<file path="src/pkg/pfcc_consts.svh">
// Constants for the port 1 flow-control configuration register.
`ifndef PFCC_CONSTS_SVH
`define PFCC_CONSTS_SVH
`define PFCC_ADDR_W         12
`define PFCC_FC_OFFSET      12'h1A0
`define PFCC_BIT_MANUAL     0
`define PFCC_BIT_TX_EN      1
`define PFCC_BIT_RX_EN      2
`define PFCC_BIT_CUR_TX     3
`define PFCC_BIT_CUR_RX     4
`define PFCC_BIT_CUR_DUP    5
`define PFCC_BIT_BP_EN      6
`define PFCC_RESERVED_MSB   31
`define PFCC_RESERVED_LSB   7
`define PFCC_READ_ZERO      32'h0000_0000
`endif

</file>
<file path="src/pkg/pfcc_pkg.sv">
// Types shared by the port 1 flow-control configuration block.
`default_nettype none
package pfcc_pkg;
  // Writable fields of the register.
  typedef struct packed {
    logic backpressure_enable;
    logic manual_rx_pause_enable;
    logic manual_tx_pause_enable;
    logic manual_pause_select;
  } pfcc_cfg_t;

  // Link state reported by the port PHY.
  typedef struct packed {
    logic an_enable;
    logic half_duplex;
    logic an_rx_pause;
    logic an_tx_pause;
  } pfcc_link_t;

  // Straps, loaded at reset or rewritten by the EEPROM loader.
  typedef struct packed {
    logic backpressure_default_strap;
    logic full_duplex_pause_default_strap;
    logic manual_select_default_strap;
  } pfcc_strap_t;

  // Flow-control state in effect on the port.
  typedef struct packed {
    logic current_duplex;
    logic current_rx_pause_enable;
    logic current_tx_pause_enable;
  } pfcc_cur_t;
endpackage
`default_nettype wire

</file>
<file path="src/hw/pfcc_resolve.sv">
// Resolves the flow-control state in effect from manual and negotiated inputs.
`default_nettype none
module pfcc_resolve
  import pfcc_pkg::*;
(
  // Inputs
  input  wire pfcc_cfg_t  cfg_i,
  input  wire pfcc_link_t link_i,
  // Result
  output var  pfcc_cur_t  cur_o
);
  always_comb begin
    cur_o.current_duplex = link_i.half_duplex;
    if (link_i.half_duplex) begin
      // Pause frames exist only in full duplex.
      cur_o.current_rx_pause_enable = 1'b0;
      cur_o.current_tx_pause_enable = 1'b0;
    end else if (cfg_i.manual_pause_select || !link_i.an_enable) begin
      cur_o.current_rx_pause_enable = cfg_i.manual_rx_pause_enable;
      cur_o.current_tx_pause_enable = cfg_i.manual_tx_pause_enable;
    end else begin
      cur_o.current_rx_pause_enable = link_i.an_rx_pause;
      cur_o.current_tx_pause_enable = link_i.an_tx_pause;
    end
  end
endmodule
`default_nettype wire

</file>
<file path="src/hw/pfcc_top.sv">
// Port 1 flow-control configuration and status register.
`include "pfcc_consts.svh"
`default_nettype none
module pfcc_top
  import pfcc_pkg::*;
#(
  parameter int ADDR_W = `PFCC_ADDR_W
)(
  // Clock and reset
  input  wire logic              sys_clk_i,
  input  wire logic              rst_n_i,
  // Host register bus
  input  wire logic              reg_cs_i,
  input  wire logic              reg_wr_i,
  input  wire logic              reg_rd_i,
  input  wire logic [ADDR_W-1:0] reg_addr_i,
  input  wire logic [31:0]       reg_wdata_i,
  output var  logic [31:0]       reg_rdata_o,
  output var  logic              reg_rvalid_o,
  // Straps and EEPROM loader
  input  wire pfcc_strap_t       strap_i,
  input  wire logic              strap_reload_i,
  // Port PHY link state
  input  wire pfcc_link_t        link_i,
  // Port MAC controls
  output var  logic              mac_backpressure_en_o,
  output var  logic              mac_rx_pause_en_o,
  output var  logic              mac_tx_pause_en_o,
  output var  logic              mac_half_duplex_o
);
  // ----------------------------------------------------------------
  // Configuration fields
  // ----------------------------------------------------------------
  pfcc_cfg_t cfg_ff;
  pfcc_cfg_t nxt_cfg;
  pfcc_cfg_t strap_cfg;
  pfcc_cfg_t wr_cfg;
  logic      rst_seen_ff;
  logic      nxt_rst_seen;
  logic      hit;
  logic      wr_hit;
  logic      strap_load;

  assign hit        = reg_cs_i && (reg_addr_i == ADDR_W'(`PFCC_FC_OFFSET));
  assign wr_hit     = hit && reg_wr_i;
  // The straps apply in the first cycle after release and on each
  // reload, so nothing reads them while reset is still held.
  assign strap_load = !rst_seen_ff || strap_reload_i;

  // Field values that a strap load gives. Both pause enables share the
  // full-duplex pause strap.
  always_comb begin
    strap_cfg.backpressure_enable =
      strap_i.backpressure_default_strap;
    strap_cfg.manual_rx_pause_enable =
      strap_i.full_duplex_pause_default_strap;
    strap_cfg.manual_tx_pause_enable =
      strap_i.full_duplex_pause_default_strap;
    strap_cfg.manual_pause_select =
      strap_i.manual_select_default_strap;
  end

  // Field values that a host write gives; bits 31 to 7 and 5 to 3 are dropped.
  always_comb begin
    wr_cfg.backpressure_enable    = reg_wdata_i[`PFCC_BIT_BP_EN];
    wr_cfg.manual_rx_pause_enable = reg_wdata_i[`PFCC_BIT_RX_EN];
    wr_cfg.manual_tx_pause_enable = reg_wdata_i[`PFCC_BIT_TX_EN];
    wr_cfg.manual_pause_select    = reg_wdata_i[`PFCC_BIT_MANUAL];
  end

  // Writes carry no path toward the PHY advertisement register. A
  // reload in the same cycle as a host write wins and the write is lost.
  always_comb begin
    nxt_cfg      = cfg_ff;
    nxt_rst_seen = 1'b1;
    if (strap_load) begin
      nxt_cfg = strap_cfg;
    end else if (wr_hit) begin
      nxt_cfg = wr_cfg;
    end
  end

  // Reset clears the fields; the straps then load one cycle after
  // release, which is when the defaults first become visible.
  always_ff @(posedge sys_clk_i) begin
    if (!rst_n_i) begin
      cfg_ff      <= '0;
      rst_seen_ff <= 1'b0;
    end else begin
      cfg_ff      <= nxt_cfg;
      rst_seen_ff <= nxt_rst_seen;
    end
  end

  // ----------------------------------------------------------------
  // Resolution of state in effect
  // ----------------------------------------------------------------
  // The resolver is purely combinational. Its result is registered by
  // the MAC controls and by the read path, so both lag a link change
  // by one cycle.
  pfcc_cur_t cur;

  pfcc_resolve u_resolve (
    .cfg_i  (cfg_ff),
    .link_i (link_i),
    .cur_o  (cur)
  );

  // ----------------------------------------------------------------
  // Register view
  // ----------------------------------------------------------------
  // The word a read returns. Status bits are live: they show the state
  // in effect at the read edge, whichever source decided it. Bits 31
  // to 7 stay zero.
  logic [31:0] reg_view;

  always_comb begin
    reg_view                    = `PFCC_READ_ZERO;
    reg_view[`PFCC_BIT_BP_EN]   = cfg_ff.backpressure_enable;
    reg_view[`PFCC_BIT_CUR_DUP] = cur.current_duplex;
    reg_view[`PFCC_BIT_CUR_RX]  = cur.current_rx_pause_enable;
    reg_view[`PFCC_BIT_CUR_TX]  = cur.current_tx_pause_enable;
    reg_view[`PFCC_BIT_RX_EN]   = cfg_ff.manual_rx_pause_enable;
    reg_view[`PFCC_BIT_TX_EN]   = cfg_ff.manual_tx_pause_enable;
    reg_view[`PFCC_BIT_MANUAL]  = cfg_ff.manual_pause_select;
  end

  // ----------------------------------------------------------------
  // Read path
  // ----------------------------------------------------------------
  // Every read is answered one cycle later. Only the mapped offset
  // returns the register view; any other address reads as zero.
  // Writes never raise the answer strobe.
  logic        rd_req;
  logic        rd_hit;
  logic [31:0] rdata_ff;
  logic [31:0] nxt_rdata;
  logic        rvalid_ff;
  logic        nxt_rvalid;

  assign rd_req = reg_cs_i && reg_rd_i;
  assign rd_hit = hit && reg_rd_i;

  always_comb begin
    nxt_rvalid = rd_req;
    nxt_rdata  = `PFCC_READ_ZERO;
    if (rd_hit) begin
      nxt_rdata = reg_view;
    end
  end

  always_ff @(posedge sys_clk_i) begin
    if (!rst_n_i) begin
      rdata_ff  <= `PFCC_READ_ZERO;
      rvalid_ff <= 1'b0;
    end else begin
      rdata_ff  <= nxt_rdata;
      rvalid_ff <= nxt_rvalid;
    end
  end

  // ----------------------------------------------------------------
  // MAC controls
  // ----------------------------------------------------------------
  // Backpressure forces collisions, which only means something in half
  // duplex, so its enable is masked by the duplex in effect. All four
  // controls are registered and lag the link state by one cycle.
  logic bp_ff;
  logic nxt_bp;
  logic rxp_ff;
  logic nxt_rxp;
  logic txp_ff;
  logic nxt_txp;
  logic dup_ff;
  logic nxt_dup;

  always_comb begin
    nxt_bp  = cfg_ff.backpressure_enable && cur.current_duplex;
    nxt_rxp = cur.current_rx_pause_enable;
    nxt_txp = cur.current_tx_pause_enable;
    nxt_dup = cur.current_duplex;
  end

  always_ff @(posedge sys_clk_i) begin
    if (!rst_n_i) begin
      bp_ff  <= 1'b0;
      rxp_ff <= 1'b0;
      txp_ff <= 1'b0;
      dup_ff <= 1'b0;
    end else begin
      bp_ff  <= nxt_bp;
      rxp_ff <= nxt_rxp;
      txp_ff <= nxt_txp;
      dup_ff <= nxt_dup;
    end
  end

  // ----------------------------------------------------------------
  // Outputs
  // ----------------------------------------------------------------
  assign reg_rdata_o           = rdata_ff;
  assign reg_rvalid_o          = rvalid_ff;
  assign mac_backpressure_en_o = bp_ff;
  assign mac_rx_pause_en_o     = rxp_ff;
  assign mac_tx_pause_en_o     = txp_ff;
  assign mac_half_duplex_o     = dup_ff;
endmodule
`default_nettype wire

</file>
<file path="config.mk">
export PLATFORM = sky130hd
export DESIGN_NAME = pfcc_top
export DESIGN_NICKNAME = d
export VERILOG_FILES = /design/src/pkg/pfcc_pkg.sv /design/src/hw/pfcc_resolve.sv /design/src/hw/pfcc_top.sv
export VERILOG_INCLUDE_DIRS = /design/src /design/src/pkg
export SDC_FILE = /design/constraint.sdc
export NUM_CORES = 1
export LEC_CHECK = 0
export BUFFER_PORTS_ARGS = -buffer_cell sky130_fd_sc_hd__buf_4
export CAP_MARGIN = 40
export CORE_MARGIN = 3
export CORE_UTILIZATION = 33
export DETAILED_ROUTE_END_ITERATION = 8
export GPL_TIMING_DRIVEN = 0
export PLACE_DENSITY_LB_ADDON = 0.05
export SETUP_SLACK_MARGIN = 0.4
export SYNTH_ARGS = -nofsm -noshare
export SYNTH_HDL_FRONTEND = slang
export SYNTH_SLANG_ARGS = --single-unit
</file>
<file path="constraint.sdc">
create_clock -name sys_clk_i -period 1.5 [get_ports sys_clk_i]
set_clock_uncertainty 0.15 [all_clocks]
set_input_delay 0.225 -clock sys_clk_i [delete_from_list [all_inputs] [get_ports sys_clk_i]]
set_output_delay 0.225 -clock sys_clk_i [all_outputs]
set_load 0.02 [all_outputs]
</file>
**After elaboration in Yosys (flattened, before gate mapping)**

Index checks and enable logic that the tools add are counted.

- Register bits: 42
- Latch bits: 0
- Bits in writable memories: 0
- ROM bits: 0
- Output and inout bits: 37
- Logic and storage cells: 29
- Memories kept: 0

- Add/subtract/negate cells: 0
- $mul: 0
- Divide/modulo/power cells: 0
- $lt $le $gt $ge: 0
- Equality and inequality tests: 1
- Shifts and indexed selects: 0
- Mux-type cells: 5
- Bitwise operators: 0
- Reduce and logical (&&, ||, !) cells: 11

Operators with widths:

| cell | number |
|---|---|
| equality test 12 x 9 -> 1 bit, second input constant | 1 |
| 2-to-1 mux 4 bit | 2 |
| logical AND 1 bit | 5 |
| 2-to-1 mux 2 bit | 2 |
| zero test 1 bit | 2 |
| logical OR 1 bit | 2 |
| AND reduction 2 bit | 1 |
| nonzero test 2 bit | 1 |
| 2-to-1 mux 1 bit | 1 |

**Logic depth before layout (Yosys ltp)**

Gate-level depths: netlist (run 1).

- Depth in word-level cells: 5
- Gate-level depth with buffers: 4
- Mapped depth without buffers: 4

**By module**

Synthesis (run 1) repeated with hierarchy kept, for this count alone.

- Cells, all modules: 88
- Area total of the unflattened synthesis: 893.4 um^2

By module, submodules not included:

| module | instances | cells each | area each (um^2) |
|---|---|---|---|
| pfcc_top | 1 | 80 | 823.3 |
| pfcc_resolve | 1 | 8 | 70.1 |

**Least setup slack after synthesis (run 1)**

No wires, ideal clock.

- Kind: register -> register
- Start point: register rst_seen_ff
- End point: register cfg_ff[0] (netlist bit)
- Data arrival time: 0.965 ns
- Required time: 1.219 ns
- Setup slack: 0.254 ns
- Stages on the path, launching flop included: 5
- Path through: dfxtp_1 > inv_1 > nor2_2 > mux2i_1 > a21oi_2

- Longest elaborated chain between the ends: 3

RTL lines:

| element | line | source |
|---|---|---|
| start, declared | pfcc_top.sv:38 | `logic rst_seen_ff;` |
| start signal, assigned | pfcc_top.sv:91 | `rst_seen_ff <= nxt_rst_seen;` |
| zero test 1 bit * | pfcc_top.sv:48 | `assign strap_load = !rst_seen_ff \|\| strap_reload_i;` |
| logical OR 1 bit * | pfcc_top.sv:48 |  |
| 2-to-1 mux 4 bit or nonzero test 2 bit (tied branches) | -- |  |
| end signal, assigned | pfcc_top.sv:90 | `cfg_ff <= nxt_cfg;` |
| end, declared | pfcc_top.sv:34 | `pfcc_cfg_t cfg_ff;` |

Mark *: on every way between the ends. The rest lies on a longest branch, timed or not.
A chain may end at the register's enable or synchronous reset.

**Final worst setup path (run 1)**

- Start point: register rst_seen_ff
- End point: register cfg_ff[2] (netlist bit)

Same word-level chain as after synthesis.

==> results.py, run 1 <==
metrics = {
    "floorplan": {
        "fp.dieW_um": 56.9,
        "core_sq_mm": 0.00234,
        "rows": 17,
        "initial_utilization_pct": 36.5,
        "die_y_um": 56.9,
        "pin_count": 94,
        "dieArea_sq_mm": 0.00324,
    },
    "drt": {
        "routed-wl-met3_um": 234,
        "ant_nets": 0,
        "wl_met1_um": 596,
        "vias_per_cell": 3.84,
        "avgRoutedWirePerCell_um": 9.16,
        "first_iter_violations": 4,
        "drt-total-wl_mm": 1.64,
        "drtPass1Iterations": 3,
        "via_count": 687,
        "dr_wl_met2_um": 783,
        "routed.top_layer": "met4",
        "drc_errors": 0,
    },
    "critical_path": {
        "path_buf_inv": 1,
        "crit_cells": 4,
        "crit_required_ps": 1520,
        "slowest_delay_ps": 330,
        "reg2regPathDepth": 4,
        "worst_setup_path_start_kind": "flop",
        "criticalPathCategory": "flop to flop",
        "slowest_stage": "dfxtp_2",
        "crit_arrival_ps": 1190,
        "worstPathMaxFanout": 5,
        "worstPathCellList": "inv_2 > nor2_4 > mux2i_1 > a21oi_2",
        "crit_family": "flip-flops",
        "end_kind": "flop",
    },
    "logic_synthesis": {
        "synth_cell_types": 20,
        "synth_area_sq_um": 855,
        "synthesis.yosys.warnings": 0,
        "syn_inst": 82,
        "synth_seq_cells": 17,
        "avgSynthCellArea_sq_um": 10.4,
        "yosysSeqAreaShare_pct": 39.8,
    },
    "layout": {
        "diodes": 0,
        "drive_above_1_share_pct": 64.9,
        "fill_cells": 204,
        "synthToLayoutAreaGrowth_pct": 65.6,
        "final_nets": 209,
        "design_area_sq_mm": 0.00142,
    },
    "min_path": {
        "worstHoldPathCells": 2,
        "hold_class": "primary input to flop",
    },
    "status": {
        "status": "finished, violations left",
        "violations": "negative hold slack",
    },
    "sta": {
        "min_period_ps": 1170,
        "rsz0062_at_grt": "yes",
        "slew_violations": 0,
        "whs_ps": -17.9,
        "max_freq_mhz": 852,
        "min_period_over_period_pct": 78.3,
        "finalSetupViolCount": 0,
        "setup_tns_ps": 0,
        "hold_violations": 2,
    },
    "clock_tree": {
        "cts_max_path_buffers": 2,
        "root_buffer": "clkbuf_4",
        "tritoncts.num_buffers": 3,
        "hold_buffers": 1,
        "clkLatencyLatePin_ps": 280,
        "cts_tree": "yes",
        "cts_max_level": 1,
        "path_clk_slew_ps": 90,
        "cts_sinks": 17,
    },
    "global_route": {
        "grt_pass1_wl_mm": 2.66,
        "grt_pass1_vias": 647,
        "antenna_found_initial": 0,
        "overflow": 0,
        "track_usage_pct": 10.4,
        "grt_max_degree": 10,
    },
    "power_and_ir_drop": {
        "p_per_area_mw_per_mm2": 688,
        "p_leak_uw": 0.000700,
        "worst_ir_drop_vdd_uv": 403,
    },
    "placement": {
        "place_hpwl_mm": 1.38,
        "place_congestion": 0.644,
        "io_buffers": 40,
        "post_dp_cell_area_sq_mm": 0.00128,
    },
    "run": {
        "max-cap-violations": 0,
    },
}
-- synthesized netlist by cell type --
cell type	instances	area share [%]
and3_1	2	1.5
buf_4	25	22
nand2b_4	1	1.6
nor4b_4	1	2.8
nand2b_1	1	0.73
nor2_1	3	1.3
mux2i_1	6	7.0
o41ai_1	4	4.1
conb_1	1	0.44
nor4_1	2	1.5
and4bb_2	1	1.5
nor4_4	1	2.5
a21oi_2	4	4.1
nor2_2	1	0.73
nand2_1	2	0.88
dfxtp_1	17	40
nor2b_1	1	0.73
and4_4	1	1.3
and2_1	7	5.1
inv_1	1	0.44
-- power breakdown --
group          total (uW)  internal [uW]  switching (uW)
Combinational         257            135             123
Clock                 237            103             134
Sequential            478            468            10.2
Total                 973            706             267
-- timing repair --
action | 4_1_cts | 5_1_grt
resized for setup | 27 | 8
cloned | 0 | 0
setup endpoints to repair | 20 | 25
pin swaps | 5 | 1
endpoints found under the hold margin | 3 | 2
buffers inserted | 0 | 0
-- final cells by class --
cell class                      count  area, sq um  area share, %
Multi-Input combinational cell     63          447           31.6
Sequential cell                    17          360           25.5
Timing Repair Buffer               41          355           25.1
Buffer                             25          188           13.3
Tap cell                           28         35.0           2.48
Clock buffer                        4         26.3           1.86
Inverter                            1         3.75          0.265
-- final timing paths --
path,slack (ps),from,endpoint
min,-20,link_i[2],reg_rdata_o[4]$_SDFF_PN0_
max,330,rst_seen_ff$_DFF_P_,cfg_ff[2]$_SDFFE_PN0P_
min reg2reg,330,cfg_ff[3]$_SDFFE_PN0P_,reg_rdata_o[6]$_SDFF_PN0_
max reg2reg,330,rst_seen_ff$_DFF_P_,cfg_ff[2]$_SDFFE_PN0P_
-- routing by layer --
layer	track usage (%)	up-vias
li1	-	370
met2	16.5	44
met5	0	-
met3	3.45	4
met1	12.4	269
met4	4.97	0
-- cells by family after synthesis --
| logic type | after synthesis | synth area share (%) |
|---|---|---|
| flops | 17 | 39.8 |
| buf+inv | 26 | 22.4 |
| other cells | 1 | 0.439 |
| mux | 6 | 7.03 |
| compound gates | 8 | 8.20 |
| simple gates | 24 | 22.1 |
-- state kept, by name, summed over array words and instances (netlist names) --
name / count
rst_seen_ff: 1
cfg_ff: 4
mac_half_duplex_o: 1
reg_rdata_o: 7
mac_tx_pause_en_o: 1
mac_backpressure_en_o: 1
mac_rx_pause_en_o: 1
reg_rvalid_o: 1
-- cell usage in the layout (no fill, tap or decap) --
master         synthesis  layout
dfxtp_1               17       3
mux2i_2                0       2
nand2b_1               1       1
nor4_2                 0       1
clkbuf_4               0       3
clkbuf_1               0       1
and3_1                 2       2
mux2i_1                6       4
nand2_1                2       2
conb_1                 1      25
and4bb_2               1       1
o41ai_1                4       4
nor2b_4                0       1
nor2_4                 0       2
nand2b_4               1       1
nor4_4                 1       1
nor4b_4                1       1
nor4_1                 2       1
nor2_1                 3       2
and4_4                 1       1
dfxtp_4                0       1
and2_1                 7       7
buf_6                  0      12
dlygate4sd3_1          0       1
inv_2                  0       1
dfxtp_2                0      13
buf_4                 25      53
a21oi_2                4       4
-- metrics by stage --
stage | utilization, % | instances | worst slack [ps] | total power (uW)
CTS | 59.2 | 179 | 312 | 973
floorplan | - | 106 | 269 | 645
finish | 60.5 | 179 | 326 | 973
global route | 60.5 | 179 | 231 | 1020
global placement | 54.9 | 174 | 78.5 | 726
detailed placement | 54.9 | 174 | 82.8 | 729
No activity file was read; power rests on OpenSTA's default activity.
==> run 2: changes to the inputs <==
--- a/config.mk
+++ b/config.mk
@@ -6,10 +6,11 @@
 export SDC_FILE = /design/constraint.sdc
 export NUM_CORES = 1
 export LEC_CHECK = 0
+export ABC_AREA = 1
 export BUFFER_PORTS_ARGS = -buffer_cell sky130_fd_sc_hd__buf_4
 export CAP_MARGIN = 40
 export CORE_MARGIN = 3
-export CORE_UTILIZATION = 33
+export CORE_UTILIZATION = 34
 export DETAILED_ROUTE_END_ITERATION = 8
 export GPL_TIMING_DRIVEN = 0
 export PLACE_DENSITY_LB_ADDON = 0.05
==> constraint.sdc (replaced) <==
create_clock -name sys_clk_i -period 1.1 [get_ports sys_clk_i]
set_clock_uncertainty 0.15 [all_clocks]
set_input_delay 0.165 -clock sys_clk_i [delete_from_list [all_inputs] [get_ports sys_clk_i]]
set_output_delay 0.165 -clock sys_clk_i [all_outputs]
set_load 0.02 [all_outputs]
==> results.py, run 2 <==
metrics = {
    "sta": {
        "setup_tns_ps": 0,
        "whs_ps": -108,
        "slew_violations": 0,
        "rsz0062_at_grt": "yes",
        "max_freq_mhz": 921,
        "hold_violations": 10,
        "min_period_ps": 1090,
        "fin_ws_ps": 14.8,
        "min_period_over_period_pct": 98.7,
        "finalSetupViolCount": 0,
    },
    "clock_tree": {
        "cts_max_level": 1,
        "cts_sinks": 17,
        "cts_max_path_buffers": 2,
        "tritoncts.num_buffers": 3,
        "path_clk_slew_ps": 100,
        "clkLatencyLatePin_ps": 280,
        "cts_tree": "yes",
        "root_buffer": "clkbuf_4",
    },
    "global_route": {
        "grt_max_degree": 11,
        "grt_pass1_vias": 786,
        "antenna_found_initial": 0,
        "grt_pass1_wl_mm": 3.11,
        "overflow": 0,
        "track_usage_pct": 11.8,
    },
    "placement": {
        "place_hpwl_mm": 1.57,
        "io_buffers": 40,
        "pre_cts_slack_ps": -66.9,
        "place_congestion": 0.761,
    },
    "layout": {
        "layout_commonest_cell": "buf_4",
        "synthToLayoutAreaGrowth_pct": 74.1,
        "final_cell_mix": "47 x buf_4, 25 x conb_1, 20 x buf_6",
        "fin_util_pct": 62.8,
        "diodes": 0,
        "regArea_sq_um": 359,
        "multi_input_area_sq_um": 487,
        "drive_above_1_share_pct": 64.4,
        "largest_reg_flops": 7,
        "final_nets": 249,
        "fill_cells": 225,
    },
    "floorplan": {
        "fp.dieW_um": 57.5,
        "pin_count": 94,
        "rows": 18,
        "core_sq_mm": 0.00250,
        "dieArea_sq_mm": 0.00331,
        "initial_utilization_pct": 36.1,
        "die_y_um": 57.5,
    },
    "logic_synthesis": {
        "netlist.area_leader.share_pct": 37.7,
        "synthesis.yosys.warnings": 0,
        "muxShareOfSynthArea_pct": 0,
        "synth_commonest_cells": "26 x buf_4, 21 x nand2_1, 17 x dfxtp_1, 17 x nor2_1, 13 x inv_1",
        "synth-xor-area-share_pct": 0,
        "yosys.area_share.simple_pct": 30.4,
        "synth-adder-area-share_pct": 0,
        "syn_inst": 120,
        "yosys-top-cells-area": "dfxtp_1 38%, buf_4 22%, nand2_1 8.7%",
        "yosys.area.top_type": "dfxtp_1",
        "synth_seq_cells": 17,
        "synth_top_family_by_area": "simple AND/OR/NAND/NOR gates",
        "synth-edff-count": 0,
        "synth_area_sq_um": 902,
        "synth_compound_area_share_pct": 4.44,
        "synth_most_common_cell": "buf_4",
        "async_flop_share_pct": 0,
        "yosysSeqAreaShare_pct": 37.7,
        "avgSynthCellArea_sq_um": 7.52,
        "dominantRegCellSynth": "dfxtp_1",
        "synth_cell_types": 16,
    },
    "critical_path": {
        "worstPathMaxFanout": 5,
        "criticalPathCategory": "flop to flop",
        "crit_arrival_ps": 1120,
        "end_kind": "flop",
        "worst_setup_path_start_kind": "flop",
        "crit_required_ps": 1140,
    },
    "drt": {
        "vias_per_cell": 3.80,
        "via_count": 839,
        "drtPass1Iterations": 4,
        "drc_errors": 0,
        "avgRoutedWirePerCell_um": 8.70,
        "ant_nets": 0,
        "first_iter_violations": 11,
        "drt-total-wl_mm": 1.92,
    },
    "status": {
        "status": "finished, violations left",
        "violations": "negative hold slack",
    },
    "min_path": {
        "hold_class": "primary input to flop",
    },
    "power_and_ir_drop": {
        "p_leak_uw": 0.000812,
        "p_per_area_mw_per_mm2": 889,
        "worst_ir_drop_vdd_uv": 657,
        "total_power_uw": 1400,
    },
    "run": {
        "max-cap-violations": 0,
    },
}
[run 2: changes by cell type after synthesis, sizes merged, moves of 2 or more]
cell	delta
a21oi	+2
and2	-7
and3	-2
inv	+12
mux2i	-6
nand2	+22
nand2b	-2
nand3	+5
nor2	+19
nor3	+2
nor4	-3
o21ai	+2
o41ai	-4
[run 2: where the power goes]
| group | switching, uW | leakage (uW) | internal, uW |
|---|---|---|---|
| sequential | 7.98 | 0.000145 | 640 |
| combinational | 216 | 0.000649 | 212 |
| clock | 185 | 0.0000177 | 135 |
[run 2: stage by stage]
step,instance area [sq um],cells
after floorplan,1020,144
after global placement,1360,214
after detailed placement,1360,214
after CTS,1500,221
after global routing,1570,221
final,1570,221
[run 2: worst paths after layout]
| path | endpoint | start | depth (start not counted) | slack [ps] |
|---|---|---|---|---|
| setup / recovery | cfg_ff[1]$_SDFFE_PN0P_ | rst_seen_ff$_DFF_P_ | 6 | 10 |
| hold / removal | rst_seen_ff$_DFF_P_ | rst_n_i | 1 | -110 |
| setup reg to reg | cfg_ff[1]$_SDFFE_PN0P_ | rst_seen_ff$_DFF_P_ | 6 | 10 |
| hold reg to reg | reg_rdata_o[6]$_SDFF_PN0_ | cfg_ff[3]$_SDFFE_PN0P_ | 2 | 300 |
[run 2: cell type report]
cell class                 instances  area share (%)
clock inverter                     1           0.319
clock buffer                       3            1.43
timing repair buffer              43            26.1
multi-input combinational         88            31.0
buffer                            26            12.7
inverter                          13            3.27
tap                               30            2.39
sequential                        17            22.9
[run 2: routing by layer]
| metal | GRT usage, % | wire length (um) | up-vias |
|---|---|---|---|
| met5 | 0 | 0 | - |
| met4 | 3.97 | 21 | 0 |
| met3 | 2.26 | 168 | 2 |
| met2 | 21.6 | 1040 | 36 |
| met1 | 13.6 | 693 | 344 |
| li1 | - | - | 457 |
[run 2: repair_timing]
item / in CTS / in global routing
pin swaps: 11 / 5
endpoints found under the hold margin: 9 / 9
cloned: 1 / 0
setup endpoints to repair: 25 / 26
buffers inserted: 2 / 0
resized for setup: 28 / 23
[run 2: logic make-up (layout without fill, tap and decap cells)]
logic type             Yosys count  in the layout
AOI/OAI and AO/OA                8              8
buffers and inverters           39             86
DFF                             17             17
other                            1             25
and+or+nand+nor                 55             55
[run 2: critical path: stages, from the launching register on]
cell and delay (ps):
dfxtp_2 330, inv_2 40, nor2_4 130, buf_4 170, nand3_1 80, nand2_1 60, nor2_1 30
